[src/rtl/pmc_pkg.sv]
/*
  Shared constants for the switch power mode controller: mode codes, field
  positions, host addresses and timing counts.
  Assumes a 125 MHz core clock.
*/
package pmc_pkg;
  // Global mode codes, two-bit field
  localparam logic [1:0] MODE_NORM  = 2'h0;
  localparam logic [1:0] MODE_ED    = 2'h1;
  localparam logic [1:0] MODE_SPD   = 2'h2;
  localparam logic [1:0] MODE_PS    = 2'h3;
  localparam logic [1:0] MODE_RESET = MODE_NORM;

  // Host register addresses and field positions
  localparam logic [7:0] MODE_REG_ADDR   = 8'h0e;
  localparam int         MODE_FIELD_LSB  = 3;
  localparam int         MODE_FIELD_MSB  = 4;
  localparam int         PORT_CTL13_BASE = 29;
  localparam int         PORT_CTL_STRIDE = 16;
  localparam int         PORT_PD_BIT     = 3;
  localparam logic       PORT_PD_RESET   = 1'h0;
  localparam int         MAX_PORTS       = 5;

  // Timing
  localparam int CLK_PERIOD_NS  = 8;
  localparam int CHIP_RST_NS    = 80;
  localparam int CHIP_RST_CYC   = (CHIP_RST_NS + CLK_PERIOD_NS - 1) / CLK_PERIOD_NS;
  localparam int RST_CNT_W      = $clog2(CHIP_RST_CYC + 1);
  localparam int SLEEP_TICK_NS  = 1000;
  localparam int SLEEP_TICK_CYC = SLEEP_TICK_NS / CLK_PERIOD_NS;
  localparam int GO_SLEEP_W     = 8;
endpackage

[src/rtl/pmc_timer_if.sv]
/*
  Link between the mode controller and its go-sleep timer.
  Assumes both ends share one clock.
*/
`timescale 1ns/1ps
interface pmc_timer_if;
  logic                         arm;    // Energy detect watch active
  logic                         energy; // Synchronised cable energy, any port
  logic [pmc_pkg::GO_SLEEP_W-1:0] limit; // Go-sleep time in ticks
  logic                         expire; // Idle time passed the limit

  modport ctl (output arm, output energy, output limit, input expire);
  modport tmr (input arm, input energy, input limit, output expire);
endinterface

[src/rtl/pmc_sleep_timer.sv]
/*
  Go-sleep timer: counts idle ticks while armed and no energy is seen.
  Assumes inputs already synchronised and reset released synchronously.
*/
`timescale 1ns/1ps
module pmc_sleep_timer #(
  parameter int TICK_CYC = pmc_pkg::SLEEP_TICK_CYC
) (
  input  wire logic  clk,   // Core clock
  input  wire logic  rst_b, // Synchronised reset, active low
  pmc_timer_if.tmr   tif    // Timer link
);
  import pmc_pkg::*;

  localparam int TICK_W = $clog2(TICK_CYC + 1);
  localparam logic [TICK_W-1:0] TICK_LAST = TICK_W'(TICK_CYC - 1);

  if (TICK_CYC < 1) begin : g_chk
    $error("pmc_sleep_timer: TICK_CYC must be at least one");
  end

  logic [TICK_W-1:0]     tick_ff;
  logic [GO_SLEEP_W:0]   idle_ff;
  logic                  expire_ff;
  wire                   hold  = !tif.arm || tif.energy;
  wire                   tick  = (tick_ff == TICK_LAST);
  wire                   sat   = idle_ff[GO_SLEEP_W];
  wire [GO_SLEEP_W:0]    nxt_idle = hold ? '0 : (tick && !sat) ? idle_ff + 1'h1 : idle_ff;

  // Any energy restarts the idle window, so a sleep needs one unbroken quiet stretch
  always_ff @(posedge clk or negedge rst_b) begin
    if (!rst_b) begin
      tick_ff   <= '0;
      idle_ff   <= '0;
      expire_ff <= 1'h0;
    end else begin
      tick_ff   <= (hold || tick) ? '0 : tick_ff + 1'h1;
      idle_ff   <= nxt_idle;
      expire_ff <= !hold && (nxt_idle > {1'h0, tif.limit});
    end
  end

  assign tif.expire = expire_ff;
endmodule

[src/rtl/pmc_top.sv]
/*
  Switch power mode controller: hardware power-down, global mode field,
  per-port PHY power-down, clock and block gating, internal chip reset.
  Assumes host accesses arrive as one-cycle strobes on the core clock,
  while the power-down and energy pins are asynchronous.
*/
`timescale 1ns/1ps
module pmc_top #(
  parameter int NUM_PORTS = pmc_pkg::MAX_PORTS
) (
  input  wire logic                              clk,             // Core clock
  input  wire logic                              rst_b,           // Async reset, active low
  input  wire logic                              hw_powerdown_n,  // Power-down pin, low
  input  wire logic [NUM_PORTS-1:0]              port_energy,     // Cable energy pins
  input  wire logic [NUM_PORTS-1:0]              an_enable,       // Autonegotiation on
  input  wire logic [pmc_pkg::GO_SLEEP_W-1:0]    go_sleep_time,   // Idle ticks to sleep
  input  wire logic                              host_wr,         // Host write strobe
  input  wire logic                              host_rd,         // Host read strobe
  input  wire logic [7:0]                        host_addr,       // Host address
  input  wire logic [7:0]                        host_wdata,      // Host write data
  output logic      [1:0]                        global_mode,     // Current mode field
  output logic                                   pll_clk_en,      // PLL clocks enable
  output logic                                   mac_en,          // MAC enable
  output logic                                   host_if_en,      // Host interface enable
  output logic      [NUM_PORTS-1:0]              phy_en,          // PHY power enable
  output logic      [NUM_PORTS-1:0]              phy_rx_full_en,  // Full receiver enable
  output logic                                   phy_ed_only,     // Energy detect only
  output logic                                   chip_rst_n       // Internal reset, low
);
  import pmc_pkg::*;

  if (NUM_PORTS < 1 || NUM_PORTS > MAX_PORTS) begin : g_chk
    $error("pmc_top: NUM_PORTS must be 1 to 5");
  end

  typedef enum logic [1:0] {ST_HWPD, ST_RST, ST_RUN} pmc_state_e;

  localparam logic [RST_CNT_W-1:0] RST_LOAD = RST_CNT_W'(CHIP_RST_CYC - 1);

  logic                     rst_meta_ff;
  logic                     rst_sync_ff;
  logic [NUM_PORTS:0]       pin_meta_ff;
  logic [NUM_PORTS:0]       pin_sync_ff;
  pmc_state_e               st_ff;
  pmc_state_e               nxt_st;
  logic [RST_CNT_W-1:0]     rst_cnt_ff;
  logic [1:0]               mode_ff;
  logic [NUM_PORTS-1:0]     port_pd_ff;
  logic                     ed_low_ff;
  logic                     pll_ff;
  logic                     mac_ff;
  logic                     host_ff;
  logic [NUM_PORTS-1:0]     phy_ff;
  logic [NUM_PORTS-1:0]     rx_full_ff;
  logic                     ed_only_ff;
  logic                     chip_rst_n_ff;
  pmc_timer_if              tif ();

  // Reset release through two flops; assertion stays asynchronous
  always_ff @(posedge clk or negedge rst_b) begin
    if (!rst_b) begin
      rst_meta_ff <= 1'h0;
      rst_sync_ff <= 1'h0;
    end else begin
      rst_meta_ff <= 1'h1;
      rst_sync_ff <= rst_meta_ff;
    end
  end

  // Pin synchronisers; the first stage feeds only the second
  always_ff @(posedge clk or negedge rst_sync_ff) begin
    if (!rst_sync_ff) begin
      pin_meta_ff <= '0;
      pin_sync_ff <= '0;
    end else begin
      pin_meta_ff <= {hw_powerdown_n, port_energy};
      pin_sync_ff <= pin_meta_ff;
    end
  end

  // Pin and mode decode
  wire                 pd_n_s   = pin_sync_ff[NUM_PORTS];
  wire [NUM_PORTS-1:0] energy_s = pin_sync_ff[NUM_PORTS-1:0];
  wire                 run      = (st_ff == ST_RUN);
  wire                 is_norm  = (mode_ff == MODE_NORM);
  wire                 is_ed    = (mode_ff == MODE_ED);
  wire                 is_spd   = (mode_ff == MODE_SPD);
  wire                 is_ps    = (mode_ff == MODE_PS);
  wire                 host_acc = host_wr || host_rd;
  // Host interface is dark in energy sleep, so writes only land when awake
  wire                 wr_ok    = run && (is_norm || is_ps || (is_ed && !ed_low_ff));
  wire                 mode_hit = wr_ok && host_wr && (host_addr == MODE_REG_ADDR);
  wire [1:0]           wr_mode  = host_wdata[MODE_FIELD_MSB:MODE_FIELD_LSB];
  wire                 spd_wake = run && is_spd && host_acc;

  // Saving acts per port only with autonegotiation on and no cable energy
  wire [NUM_PORTS-1:0] ps_port  = {NUM_PORTS{is_ps}} & an_enable & ~energy_s;
  wire                 phy_on   = run && (is_norm || is_ps || (is_ed && !ed_low_ff));

  // Block gating decode from state and mode
  wire                 nxt_pll  = (st_ff == ST_RST) || (run && (is_norm || is_ps));
  wire                 nxt_blk  = run && (is_norm || is_ps);
  wire [NUM_PORTS-1:0] nxt_phy  = phy_on ? ~port_pd_ff : '0;
  wire [NUM_PORTS-1:0] nxt_rxf  = nxt_phy & ~ps_port;
  wire                 nxt_edo  = run && is_ed && ed_low_ff;

  // State sequencing; the power-down pin outranks everything
  always_comb begin
    nxt_st = st_ff;
    case (st_ff)
      ST_HWPD: begin
        if (pd_n_s) begin
          nxt_st = ST_RST;
        end
      end
      ST_RST: begin
        if (rst_cnt_ff == '0) begin
          nxt_st = ST_RUN;
        end
      end
      ST_RUN: begin
        if (spd_wake) begin
          nxt_st = ST_RST;
        end
      end
      default: nxt_st = ST_HWPD;
    endcase
    if (!pd_n_s) begin
      nxt_st = ST_HWPD;
    end
  end

  // Sequencer and reset counter
  always_ff @(posedge clk or negedge rst_sync_ff) begin
    if (!rst_sync_ff) begin
      st_ff      <= ST_HWPD;
      rst_cnt_ff <= RST_LOAD;
    end else begin
      st_ff      <= nxt_st;
      rst_cnt_ff <= (st_ff == ST_RST) ? rst_cnt_ff - 1'h1 : RST_LOAD;
    end
  end

  // Mode field; any internal reset returns it to normal
  always_ff @(posedge clk or negedge rst_sync_ff) begin
    if (!rst_sync_ff) begin
      mode_ff <= MODE_RESET;
    end else if (!run) begin
      mode_ff <= MODE_RESET;
    end else if (mode_hit) begin
      mode_ff <= wr_mode;
    end
  end

  // Per-port power-down bits, one control register per port
  for (genvar i = 0; i < NUM_PORTS; i++) begin : g_port
    wire port_hit = wr_ok && host_wr
                    && (host_addr == 8'(PORT_CTL13_BASE + PORT_CTL_STRIDE * i));
    always_ff @(posedge clk or negedge rst_sync_ff) begin
      if (!rst_sync_ff) begin
        port_pd_ff[i] <= PORT_PD_RESET;
      end else if (!run) begin
        port_pd_ff[i] <= PORT_PD_RESET;
      end else if (port_hit) begin
        port_pd_ff[i] <= host_wdata[PORT_PD_BIT];
      end
    end
  end

  // Energy detect sleep flag; energy wakes, set only without energy
  always_ff @(posedge clk or negedge rst_sync_ff) begin
    if (!rst_sync_ff) begin
      ed_low_ff <= 1'h0;
    end else if (!run || !is_ed || (|energy_s)) begin
      ed_low_ff <= 1'h0;
    end else if (tif.expire) begin
      ed_low_ff <= 1'h1;
    end
  end

  assign tif.arm    = run && is_ed && !ed_low_ff;
  assign tif.energy = |energy_s;
  assign tif.limit  = go_sleep_time;

  pmc_sleep_timer #(
    .TICK_CYC (SLEEP_TICK_CYC)
  ) u_timer (
    .clk   (clk),
    .rst_b (rst_sync_ff),
    .tif   (tif.tmr)
  );

  // Registered outputs; all but the PLL enable held in reset until the sequencer runs, PLL enable already on in ST_RST
  always_ff @(posedge clk or negedge rst_sync_ff) begin
    if (!rst_sync_ff) begin
      pll_ff        <= 1'h0;
      mac_ff        <= 1'h0;
      host_ff       <= 1'h0;
      phy_ff        <= '0;
      rx_full_ff    <= '0;
      ed_only_ff    <= 1'h0;
      chip_rst_n_ff <= 1'h0;
    end else begin
      pll_ff        <= nxt_pll;
      mac_ff        <= nxt_blk;
      host_ff       <= nxt_blk;
      phy_ff        <= nxt_phy;
      rx_full_ff    <= nxt_rxf;
      ed_only_ff    <= nxt_edo;
      chip_rst_n_ff <= run;
    end
  end

  assign global_mode    = mode_ff;
  assign pll_clk_en     = pll_ff;
  assign mac_en         = mac_ff;
  assign host_if_en     = host_ff;
  assign phy_en         = phy_ff;
  assign phy_rx_full_en = rx_full_ff;
  assign phy_ed_only    = ed_only_ff;
  assign chip_rst_n     = chip_rst_n_ff;
endmodule

[config.mk]
export PLATFORM = sky130hd
export DESIGN_NAME = pmc_top
export DESIGN_NICKNAME = d
export VERILOG_FILES = /design/src/rtl/pmc_pkg.sv /design/src/rtl/pmc_timer_if.sv /design/src/rtl/pmc_sleep_timer.sv /design/src/rtl/pmc_top.sv
export SDC_FILE = /design/constraint.sdc
export NUM_CORES = 1
export LEC_CHECK = 0
export BUFFER_PORTS_ARGS = -buffer_cell sky130_fd_sc_hd__buf_4
export CORE_UTILIZATION = 50
export CTS_BUF_LIST = sky130_fd_sc_hd__clkbuf_8
export DETAILED_ROUTE_END_ITERATION = 12
export PLACE_DENSITY = 0.82
export SETUP_SLACK_MARGIN = 0.1
export SLEW_MARGIN = 20
export SYNTH_ARGS = -nofsm -noshare
export SYNTH_HDL_FRONTEND = slang
export SYNTH_HIERARCHICAL = 1
export SYNTH_SLANG_ARGS = --single-unit
[constraint.sdc]
create_clock -name clk -period 5 [get_ports clk]
set_input_delay 1 -clock clk [delete_from_list [all_inputs] [get_ports clk]]
set_output_delay 1 -clock clk [all_outputs]
set_load 0.02 [all_outputs]
==> results of run 1 <==
==> flip-flops by register name, summed over array words and instances, names as in the netlist, 2 cells and up <==
name / flops
global_mode: 2
phy_en: 5
phy_rx_full_en: 5
pin_meta_ff: 6
pin_sync_ff: 6
port_pd_ff: 5
rst_cnt_ff: 4
st_ff: 2
u_timer/idle_ff: 9
u_timer/tick_ff: 7
==> placed cells by master (no fill, tap or decap), types with 2 or more instances in the layout <==
cell type	count
sky130_fd_sc_hd__nand2b_1	3
sky130_fd_sc_hd__nor2_1	29
sky130_fd_sc_hd__xnor2_1	6
sky130_fd_sc_hd__clkbuf_8	10
sky130_fd_sc_hd__buf_4	50
sky130_fd_sc_hd__or4_1	2
sky130_fd_sc_hd__clkinvlp_4	2
sky130_fd_sc_hd__nand4_1	2
sky130_fd_sc_hd__dfstp_2	2
sky130_fd_sc_hd__inv_1	21
sky130_fd_sc_hd__nor4_1	3
sky130_fd_sc_hd__o21ai_0	4
sky130_fd_sc_hd__a21oi_1	4
sky130_fd_sc_hd__nor2b_1	2
sky130_fd_sc_hd__o2111ai_1	5
sky130_fd_sc_hd__o31ai_1	3
sky130_fd_sc_hd__nor3_1	9
sky130_fd_sc_hd__and3_1	3
sky130_fd_sc_hd__nand2_1	25
sky130_fd_sc_hd__dfrtp_1	56
sky130_fd_sc_hd__xor2_1	4
sky130_fd_sc_hd__nor4b_4	2
sky130_fd_sc_hd__mux2i_1	9
sky130_fd_sc_hd__ha_1	16
sky130_fd_sc_hd__nand3_1	9
==> per-stage QoR <==
stage,power (mW),area (um2),instances,utilization,worst slack (ns)
final,0.9901,3354,378,0.6485,2.021
after global routing,1.031,3354,378,0.6485,1.821
after detailed placement,0.5821,3159,362,0.6108,2.075
after CTS,1.002,3354,378,0.6485,2.010
after global placement,0.5779,3159,362,0.6108,2.149
after floorplan,0.5461,2723,247,-,2.409
==> routing by layer <==
layer / part of all wire / wire (um) / vias to the layer above / track usage
met5: 0 / 0 / - / 0
met4: 0.014 / 72 / 0 / 0.08848
met3: 0.058 / 293 / 9 / 0.07275
met2: 0.51 / 2579 / 71 / 0.3274
met1: 0.42 / 2144 / 954 / 0.2201
li1: - / - / 960 / -
==> cells by family (layout without fill, tap and decap cells) <==
| logic type | after synthesis | in the layout |
|---|---|---|
| xor+xnor | 10 | 10 |
| mux | 9 | 9 |
| fa+ha+maj | 16 | 16 |
| flops | 59 | 59 |
| compound gates | 25 | 25 |
| simple gates | 103 | 103 |
| buf+inv | 24 | 85 |
| other cells | 1 | 1 |
==> how the worst min path moves through the flow <==
stage                                         from                       end  slack (ns)  depth (start not counted)
after floorplan           pin_meta_ff[0]$_DFF_PN0_  pin_sync_ff[0]$_DFF_PN0_        0.33                          0
after global placement    pin_meta_ff[1]$_DFF_PN0_  pin_sync_ff[1]$_DFF_PN0_        0.33                          0
after detailed placement     rst_meta_ff$_DFF_PN0_     rst_sync_ff$_DFF_PN0_        0.34                          0
after CTS                 pin_meta_ff[5]$_DFF_PN0_  pin_sync_ff[5]$_DFF_PN0_        0.35                          0
after global routing      pin_meta_ff[5]$_DFF_PN0_  pin_sync_ff[5]$_DFF_PN0_        0.35                          0
final                     pin_meta_ff[5]$_DFF_PN0_  pin_sync_ff[5]$_DFF_PN0_        0.34                          0
==> critical path, cell delays in order (launching register included) <==
cell and delay, ns:
sky130_fd_sc_hd__dfrtp_1 0.42, sky130_fd_sc_hd__inv_1 0.08, sky130_fd_sc_hd__ha_1 0.15, sky130_fd_sc_hd__nand3_1 0.20, sky130_fd_sc_hd__or4_4 0.57, sky130_fd_sc_hd__or4_1 0.48, sky130_fd_sc_hd__a21oi_1 0.25, sky130_fd_sc_hd__ha_1 0.19
sky130_fd_sc_hd__nand3_1 0.08, sky130_fd_sc_hd__o31ai_1 0.27, sky130_fd_sc_hd__o22ai_1 0.14
==> cell type report <==
class                           instances  share of cell area
Sequential cell                        59              0.4413
Multi-Input combinational cell        164              0.3413
Timing Repair Buffer                   50              0.1119
Clock buffer                           10             0.04103
Tap cell                               70             0.02611
Inverter                               19             0.02126
Clock inverter                          6             0.01716
==> power groups by stage <==
stage,Combinational [mW],Clock [mW],Sequential [mW]
6_report,0.0689,0.417,0.504
5_1_grt,0.0782,0.447,0.506
4_1_cts,0.0704,0.428,0.504
3_5_place_dp,0.0696,0,0.513
3_3_place_gp,0.0667,0,0.511
2_1_floorplan,0.0266,0,0.519
==> results.txt, run 1 <==
* Status: finished, final reports clean
- In this run the worst setup path terminates at u_timer/tif.expire$_DFF_PN0_.
- Setup bufs post-CTS: 0
- Die width: 75.79 um
- Effective utilization at floorplan: 0.5264
- Total negative slack for setup checks: 0 ns
- Of the total power, registers draw 0.509.
- Ranked by total cell area, the synthesized netlist is headed by sky130_fd_sc_hd__dfrtp_1 52%, sky130_fd_sc_hd__ha_1 7.4%, sky130_fd_sc_hd__nor2_1 4.0%.
* Share of synthesized cell area in full adder, half adder and majority cells: 0.07353
* Commonest cells in the synthesized netlist: 57 x sky130_fd_sc_hd__dfrtp_1, 29 x sky130_fd_sc_hd__nor2_1, 25 x sky130_fd_sc_hd__nand2_1
- The die is 75.79 um tall.
- Post-synthesis xor/xnor area fraction: 0.03217
* Total clock buffers created by CTS: 9
* Number of unique standard cell types used by synthesis: 50
- Aggregate routed wire length: 5091 um
- Measured in cells, the most critical reg-to-reg path has a length of 10.
* Reg-to-Reg Start: u_timer/tick_ff[0]$_DFF_PN0_
- CTS HTree Levels: 3
- Number of primary I/O pins: 56
* Endpoint kind of the worst setup timing path: register
- Max-cap violations: 0
- Setup violations remaining at the end of the flow were counted as 0.
- The number of nets in the synthesized netlist is 302.
- The detailed router finished its first iteration with 100 violations.
* Drt first pass iters: 4
- After floorplanning, the core was sized to cover 5172 um2.
- Number of nets with antenna violations after detailed routing: 0
* Reg2Reg Setup Slack: 2.02 ns
- After technology mapping, the gate count stands at 247.
* Yosys warning total: 6
- Total congestion overflow: 0
- By startpoint and endpoint, the worst setup path is classified as reg -> reg.
* Seq/Total Area, Yosys: 0.5432
- Of the total power, combinational logic draws 0.070.
- Buffers inserted to repair hold after CTS numbered 0.
* Largest net degree at the start of global routing: 58
* Number of flip-flops and latches in the synthesized netlist: 59
- For this design the ratio of total power to cell area is 295.1 nW/um2.
- Die ar.: 5744 um2
- Of the post-synthesis cell area, the dominant cell type holds 0.5239.
- The synthesized design spends more area on one cell type than any other, namely sky130_fd_sc_hd__dfrtp_1.
* Worst-Margin Slew: 0.6759 ns
* Most frequent cell after synthesis: sky130_fd_sc_hd__dfrtp_1
- Detail Placement HPWL: 3571 um
- Max Transition Viols Final: 0
* Avg WL per Cell: 13.47 um
- TritonCTS built the clock tree.
- Power share of the clock group: 0.421
* Final worst path period need: 2.979 ns
- Combined area of the multi-input logic cells: 1145 um2
- The clock reaches the later pin of the worst-skew pair after 0.33 ns.
* Fin. Hold Viols: 0
- Number of buffer cells added on primary ports: 49
- Final clock period utilization by the worst path: 0.5957
* Kind of launch point of the worst setup path: register
* Total of cells resized after clock tree synthesis: 0
* Bufs on Longest Clock Path: 2
* Total via count in the routed design: 1,994
- Share of layout cells above drive strength 1: 0.2597
* Number of clock sinks: 59
- Across every metal layer, demand over resource in global routing totals 0.1946.
- Internal power: 0.7684 mW
* Number of vias per cell: 5.275
- Hold timing on the final database bottoms out at a slack of 0.3435 ns.
- Main combinational cell family by area after synthesis: simple AND/OR/NAND/NOR gates
- Along the worst path, the maximum fanout reaches 7.
- The repair_antennas step left the layout with diodes totalling 0.
- Yosys mapped a number of flops with a built-in enable equal to 0.
- For the worst setup path, the data arrival time is 3.16 ns.
* Area added between synthesis and finish: 23.21%
- Of the post-synthesis cell area, the part taken by muxes is 0.03309.
* Power spent charging and discharging nets: 0.2217 mW
* Max Clock Freq: 0.3357 GHz
- Max-slew headroom at the worst pin: 0.5494
- Synthesized-area fraction occupied by ao, oa, aoi and oai cells: 0.06618
- Basic-gate share of the synthesized area counting and, or, nand and nor cells: 0.2142
- IR analysis of the VDD net gives a maximum drop of 0.1841 mV.
- Among all flip-flop cells after synthesis, the most frequent one is sky130_fd_sc_hd__dfrtp_1.
* Type of the worst min-delay path: reg -> reg
- In this run the clock root is driven by a sky130_fd_sc_hd__clkbuf_8.
* Switching share of power: 0.2239
* Count of nets after finishing: 358
* Crit path required time: 5.19 ns
- CTS clk-pin slew, worst paths: 0.06 ns
- After detailed routing, the number of remaining DRC violations is 0.
* Register Area: 1480 um2
* Number of placement rows: 26
- Setup repair after global routing left no endpoint under its margin.
- The number of global-route vias before repair came to 1,823.
* Critical register-to-register path endpoint: u_timer/tif.expire$_DFF_PN0_
- Post-route clock skew: 0.007114 ns
* Final estimated routing congestion in global placement: 0.7506
- The cell area that synthesis handed to floorplanning was 2723 um2.
- The first global-routing pass estimated 8004 um of wire.
- A synthesized cell averages 11.02 um2.
- The most critical setup path has its startpoint at u_timer/tick_ff[0]$_DFF_PN0_.
* Filler cells: 408
- Share of flip-flops with an asynchronous set or reset: 1.000
* Antenna violations before repair: 0
- Leakage power summed over all cells: 1.612 nW
(Power assumes the default switching activity.)
==> run 2: changes to the inputs <==
==> constraint.sdc (replaced) <==
create_clock -name clk -period 2.9 [get_ports clk]
set_input_delay 0.58 -clock clk [delete_from_list [all_inputs] [get_ports clk]]
set_output_delay 0.58 -clock clk [all_outputs]
set_load 0.02 [all_outputs]
==> run 2 against run 1 <==
Against the previous run: global-route usage down 0.32 points; critical path depth down 1; register-to-register slack worse by 1.8 ns; hold slack worse by 0.076 ns; core utilization up 1.9 points; cell count up 1.3%; highest routed layer unchanged.
==> results.txt, run 2 (same netlist as run 1, synthesis figures left out) <==
* Antenna violations before repair: 0
- Crit path cell chain: inv_1 > ha_1 > nand3_1 > or4_4 > or4_1 > a21oi_2 > ha_1 > a41oi_1 > o22ai_1
- Across the VDD grid, the largest voltage drop is 0.3099 mV.
* Max-slew headroom at the worst pin: 0.6175
- Max reg flops: 9
- Largest net degree at the start of global routing: 28
- Subtracting the final worst setup slack from the clock period gives 2.692 ns.
* Drt first pass iters: 4
- Measured along the y axis, the die boundary spans 75.79 um.
- Worst Path Arrival: 2.89 ns
- Number of primary I/O pins: 56
- Core Region: 5172 um2
- Detailed placement finished with a half-perimeter wire length of 3755 um.
* Crit path required time: 3.10 ns
- Count of nets after finishing: 363
- At the end of routability-driven placement, the weighted congestion stood at 0.7702.
- Switching share of power: 0.2343
* Share of layout cells above drive strength 1: 0.3003
- Number of setup violations in the final report: 0
* Register ranked first by flip-flop count: u_timer/idle_ff
* Clock tree from TritonCTS: built
- Root cell of the clock tree: sky130_fd_sc_hd__clkbuf_8
- Reg2Reg Setup Slack: 0.21 ns
- For this run, the number of standard cells in the final layout without fillers is 383.
- For this design the static power due to leakage is 1.637 nW.
- Number of remaining DRC errors: 0
* Number of clock sinks: 59
* Max Transition Viols Final: 0
- Combinational power share: 0.066
- Startpoint-to-endpoint class of the critical path: reg -> reg
* CP max stage delay: 0.53 ns
- Max Clock Freq: 0.3714 GHz
- STA classifies the critical path endpoint as a register.
- The die is 75.79 um wide.
* Effective utilization at floorplan: 0.5264
* Global-route wire length before repair: 7990 um
- Diode insertion count for antenna repair: 0
- Max stage delay cell, worst path: sky130_fd_sc_hd__or4_4
- The startpoint identified for the worst register-to-register timing path is u_timer/tick_ff[0]$_DFF_PN0_.
- The tool flagged a number of max-cap violations equal to 0.
- At the pin with the least slew margin, the transition time is 0.5738 ns.
- Post-route clock skew: 0.007642 ns
* Aggregate routed wire length: 5011 um
* Status: finished, final reports clean
- Power share of the sequential group: 0.502
- Setup repair after global routing left no endpoint under its margin.
* Pwr Total: 1.743 mW
* Total via count in the routed design: 1,971
* Worst setup slack before clock tree synthesis: 0.1204 ns
- Type of the worst min-delay path: reg -> async
- In the post-route analysis, the smallest setup slack over all paths is 0.2076 ns.
* Cell Pwr Density: 504.9 nW/um2
* CTS clk-pin slew, worst paths: 0.07 ns
* Avg WL per Cell: 13.08 um
- GRT Resource Usage Total: 0.1914
- For this design the total switching power over the nets is 0.4084 mW.
- Kind of launch point of the worst setup path: register
- Global routing finished with a remaining overflow of 0.
- Cell total after placement: 366
* Setup bufs post-CTS: 0
- Summed over all failing endpoints, the final setup total negative slack is 0 ns.
- Count of routing violations after the opening detailed-route iteration: 99
- Internal power: 1.334 mW
* Number of vias per cell: 5.146
- The detail route stage leaves a number of antenna-violating nets equal to 0.
- The final hold violation count came to 0.
- CTS HTree Levels: 3
* Critical register-to-register path endpoint: u_timer/tif.expire$_DFF_PN0_
- At the later pin of the worst-skew pair, clock insertion delay measures 0.33 ns.
* Leading registers by flop count: u_timer/idle_ff (9), u_timer/tick_ff (7)
* Most used cells in the layout excluding fill and tap cells: 55 x sky130_fd_sc_hd__dfrtp_1, 54 x sky130_fd_sc_hd__buf_4, 29 x sky130_fd_sc_hd__nor2_1, 25 x sky130_fd_sc_hd__nand2_1, 19 x sky130_fd_sc_hd__inv_1
* Vias in the first global route: 1,836
* Area added between synthesis and finish: 26.79%
- Counting cells, the worst reg-to-reg path comes to 9.
- Number of placement rows: 26
* Cell mode on critical path: sky130_fd_sc_hd__ha_1
* Number of buffer cells added on primary ports: 49
- Of the available clock period, the critical path in the final layout requires 0.9284.
- The die covers 5744 um2.
- In this run the worst setup path begins at u_timer/tick_ff[0]$_DFF_PN0_.
- Max Fanout on Critical Path: 5
- Buffers inserted during clock tree synthesis total 9.
- In this run the deepest clock path goes through 2 buffers.
- Commonest non-fill, non-tap cell in the layout: sky130_fd_sc_hd__dfrtp_1
- Of the total power, the clock network draws 0.433.
run 2: final cells by class:
cell class	count	area (um2)
Clock buffer	10	137.6
Multi-Input combinational cell	164	1194
Sequential cell	59	1481
Clock inverter	6	65.06
Timing Repair Buffer	55	415.4
Tap cell	70	87.58
Inverter	19	71.32
Fill cell	393	1720
run 2: critical path: cells and delay by family, from the launching register on:
kind	cells	cell delay, ns
and+or+nand+nor	3	1.12
DFF	1	0.43
buffers and inverters	1	0.07
AOI/OAI and AO/OA	3	0.51
adders and majority gates	2	0.42
run 2: routing by layer:
metal | track usage | part of all wire
met3 | 0.06614 | 0.061
met5 | 0 | 0
met2 | 0.3225 | 0.49
met1 | 0.2248 | 0.43
met4 | 0.07407 | 0.013
run 2: worst max-delay path by stage:
stage          depth (start not counted)                            to  slack, ns
2_1_floorplan                         11  u_timer/tif.expire$_DFF_PN0_       0.31
6_report                               9  u_timer/tif.expire$_DFF_PN0_       0.21
3_3_place_gp                          11  u_timer/tif.expire$_DFF_PN0_       0.22
4_1_cts                               11  u_timer/tif.expire$_DFF_PN0_       0.11
5_1_grt                               12  u_timer/tif.expire$_DFF_PN0_       0.10
3_5_place_dp                          11  u_timer/tif.expire$_DFF_PN0_       0.12
run 2: repair_timing:
action                     CTS  global route
setup endpoints to repair    0             1
hold endpoints to repair     1             0
resized for setup            0             9
hold buffers                 1             0
run 2: per-stage QoR:
step / hold slack, ns / cell area [um2] / utilization
floorplan: 0.2844 / 2723 / -
global placement: 0.2841 / 3189 / 0.6166
detailed placement: 0.2877 / 3189 / 0.6166
CTS: 0.2905 / 3402 / 0.6577
global route: 0.3204 / 3452 / 0.6674
finish: 0.2677 / 3452 / 0.6674
run 2: power by group through the flow:
stage | registers [mW] | logic, mW | clock network (mW)
floorplan | 0.896 | 0.0459 | 0
global placement | 0.889 | 0.109 | 0
detailed placement | 0.890 | 0.115 | 0
CTS | 0.875 | 0.116 | 0.766
global route | 0.879 | 0.129 | 0.800
finish | 0.874 | 0.115 | 0.754
==> run 3: changes to the inputs <==
--- a/config.mk
+++ b/config.mk
@@ -6,10 +6,12 @@
 export NUM_CORES = 1
 export LEC_CHECK = 0
 export BUFFER_PORTS_ARGS = -buffer_cell sky130_fd_sc_hd__buf_4
+export CAP_MARGIN = 25
 export CORE_UTILIZATION = 50
 export CTS_BUF_LIST = sky130_fd_sc_hd__clkbuf_8
 export DETAILED_ROUTE_END_ITERATION = 12
 export PLACE_DENSITY = 0.82
+export RECOVER_POWER = 25
 export SETUP_SLACK_MARGIN = 0.1
 export SLEW_MARGIN = 20
 export SYNTH_ARGS = -nofsm -noshare
==> run 3 against run 2 <==
Against the previous run: register-to-register slack barely moved; via count increased by 0.61%; core utilization decreased by 0.097 points; setup slack better by 0.0021 ns; non-clock buffer count unchanged; combinational power is essentially flat; global-route usage unchanged; critical endpoint unchanged; largest power group unchanged; highest routed layer unchanged.
==> results.txt, run 3 (same netlist as run 1, synthesis figures left out) <==
* Worst Path Arrival: 2.89 ns
- Drt first pass iters: 4
* Count of routing violations after the opening detailed-route iteration: 99
- The min-delay analysis places its worst path in the category reg -> reg.
- The repair_antennas step left the layout with diodes totalling 0.
- Kind of launch point of the worst setup path: register
* Largest net degree at the start of global routing: 28
- Using the TritonRoute via totals, the vias-per-cell ratio works out to 5.178.
* Die width: 75.79 um
- Crit path required time: 3.10 ns
* Total congestion overflow: 0
- For flop-to-flop paths, the worst setup slack is 0.21 ns.
- After clock tree synthesis, the clock-pin slew on the worst setup and hold paths is 0.07 ns.
* Endpoint kind of the worst setup timing path: register
- The critical path is of the reg -> reg type.
- The run finished with clean final reports.
* GRT Resource Usage Total: 0.1914
- Total via count in the routed design: 1,983
- After legalization and detailed placement, the total HPWL measured 3755 um.
- Register Area: 1480 um2
- The startpoint identified for the worst register-to-register timing path is u_timer/tick_ff[0]$_DFF_PN0_.
* Die ar.: 5744 um2
- Setup repair after global routing missed its margin: false
* Effective utilization at floorplan: 0.5264
* CTS HTree Levels: 3
- TritonCTS built the clock tree.
* Worst-Skew Late Latency: 0.33 ns
- On the critical path, the stage with the largest delay is an instance of sky130_fd_sc_hd__or4_4.
* Antenna violations before repair: 0
* Share of layout cells above drive strength 1: 0.2939
- Final worst path period need: 2.690 ns
- From synthesis to final layout, the design area changed by 26.61%.
- On the final layout, the worst hold slack is 0.3482 ns.
- The region available for standard cell placement spans 5172 um2.
- Post-route clock skew: 0.007722 ns
- Critical register-to-register path endpoint: u_timer/tif.expire$_DFF_PN0_
- Counting cells, the worst reg-to-reg path comes to 9.
* Worst-Margin Slew: 1.044 ns
- Number of clock sinks: 59
- Combined area of the multi-input logic cells: 1194 um2
- Crit path cell chain: inv_1 > ha_1 > nand3_1 > or4_4 > or4_1 > a21oi_2 > ha_1 > a41oi_1 > o22ai_1
- The total count of max-transition violations in the final report is 0.
- Leakage power summed over all cells: 1.633 nW
- The largest single stage delay on the critical path is 0.53 ns.
- Origin of the worst min-delay path: pin_meta_ff[0]$_DFF_PN0_
* Max-cap violations: 0
- The library cell used most frequently in the layout, excluding fill and tap cells, is sky130_fd_sc_hd__dfrtp_1.
* Family with the most delay on the worst path: simple AND/OR/NAND/NOR gates
* Max-slew headroom at the worst pin: 0.3038
- Buffers & Inverters on Critical Path: 1
- Number of primary I/O pins: 56
- The longest clock path from root to sink contains 2 buffers.
- Max Fanout on Critical Path: 5
- Counting stages on the worst path, the most repeated cell is sky130_fd_sc_hd__ha_1.
- Worst voltage drop across the vdd grid: 0.3098 mV
- After detailed routing, the number of remaining DRC violations is 0.
- Summed over all failing endpoints, the final setup total negative slack is 0 ns.
- More flip-flops sit in one register than any other, and that register is u_timer/idle_ff.
* Max Clock Freq: 0.3717 GHz
- Number of placement rows: 26
- The first global-routing pass estimated 7990 um of wire.
* Leading registers by flop count: u_timer/idle_ff (9), u_timer/tick_ff (7)
- Number of buffer cells added on primary ports: 49
- Final clock period utilization by the worst path: 0.9277
* Filler cells: 393
* Most used cells in the layout excluding fill and tap cells: 56 x sky130_fd_sc_hd__dfrtp_1, 47 x sky130_fd_sc_hd__buf_4, 29 x sky130_fd_sc_hd__nor2_1, 25 x sky130_fd_sc_hd__nand2_1, 19 x sky130_fd_sc_hd__inv_1
- The number of global-route vias before repair is 1,836.
* Worst setup path start: u_timer/tick_ff[0]$_DFF_PN0_
* Root cell of the clock tree: sky130_fd_sc_hd__clkbuf_8
* Die Y-Extent: 75.79 um
* Number of setup violations in the final report: 0
- The final hold violation count came to 0.
- Buffers added to address setup during post-CTS repair amount to 0.
- Aggregate routed wire length: 5018 um
* Number of nets with antenna violations after detailed routing: 0
* Final estimated routing congestion in global placement: 0.7702
- TritonCTS created 9 clock buffers.
- Max reg flops: 9
- Destination of the worst hold path: pin_sync_ff[0]$_DFF_PN0_
- Count of nets after finishing: 363
* Cell count of the worst hold path: 0
* Avg WL per Cell: 13.10 um
* Cell Pwr Density: 504.6 nW/um2
[run 3: cell types whose count changed in the layout (fill, tap and decap cells not counted)]
| cell | change |
|---|---|
| sky130_fd_sc_hd__buf_4 | -7 |
| sky130_fd_sc_hd__clkbuf_4 | +6 |
| sky130_fd_sc_hd__clkbuf_1 | +1 |
| sky130_fd_sc_hd__dfrtp_1 | +1 |
| sky130_fd_sc_hd__dfrtp_2 | -1 |
[run 3: metrics by stage]
step	power (mW)	instances	utilization	worst slack, ns	instance area, um2
3_5_place_dp	1.005	366	0.6166	0.1204	3189
2_1_floorplan	0.9415	247	-	0.3086	2723
4_1_cts	1.757	383	0.6577	0.1067	3402
3_3_place_gp	0.9979	366	0.6166	0.2155	3189
6_report	1.739	383	0.6664	0.2097	3447
5_1_grt	1.807	383	0.6664	0.1006	3447
[run 3: area by class of cell]
| cell class | instances | area share |
|---|---|---|
| clock inverters | 6 | 0.01887 |
| clock buffers | 10 | 0.03993 |
| flip-flops and latches | 59 | 0.4294 |
| inverters | 19 | 0.02069 |
| multi-input cells | 164 | 0.3463 |
| well taps | 70 | 0.02541 |
| repair buffers | 55 | 0.1194 |
[run 3: worst max-delay path by stage]
stage / slack (ns) / cells past startpoint / to
after floorplan: 0.31 / 11 / u_timer/tif.expire$_DFF_PN0_
after global placement: 0.22 / 11 / u_timer/tif.expire$_DFF_PN0_
after detailed placement: 0.12 / 11 / u_timer/tif.expire$_DFF_PN0_
after CTS: 0.11 / 11 / u_timer/tif.expire$_DFF_PN0_
after global routing: 0.10 / 12 / u_timer/tif.expire$_DFF_PN0_
final: 0.21 / 9 / u_timer/tif.expire$_DFF_PN0_
[run 3: what timing repair did]
action / in CTS / in global routing
gates resized for setup: 0 / 9
endpoints found under the hold margin: 1 / 0
hold buffers: 1 / 0
endpoints found under the setup margin: 0 / 1
[run 3: metal layers]
metal / vias to the layer above / global-route usage / routed length, um
li1: 970 / - / -
met1: 942 / 0.2248 / 2168
met2: 65 / 0.3225 / 2478
met3: 6 / 0.06614 / 307
met4: 0 / 0.07407 / 63
met5: - / 0 / 0
[run 3: power by group]
| group | switching [mW] | leakage (nW) | internal [mW] |
|---|---|---|---|
| Sequential | 0.0222 | 0.777 | 0.852 |
| Clock | 0.332 | 0.102 | 0.419 |
| Combinational | 0.0517 | 0.753 | 0.0622 |
| Total | 0.406 | 1.63 | 1.33 |
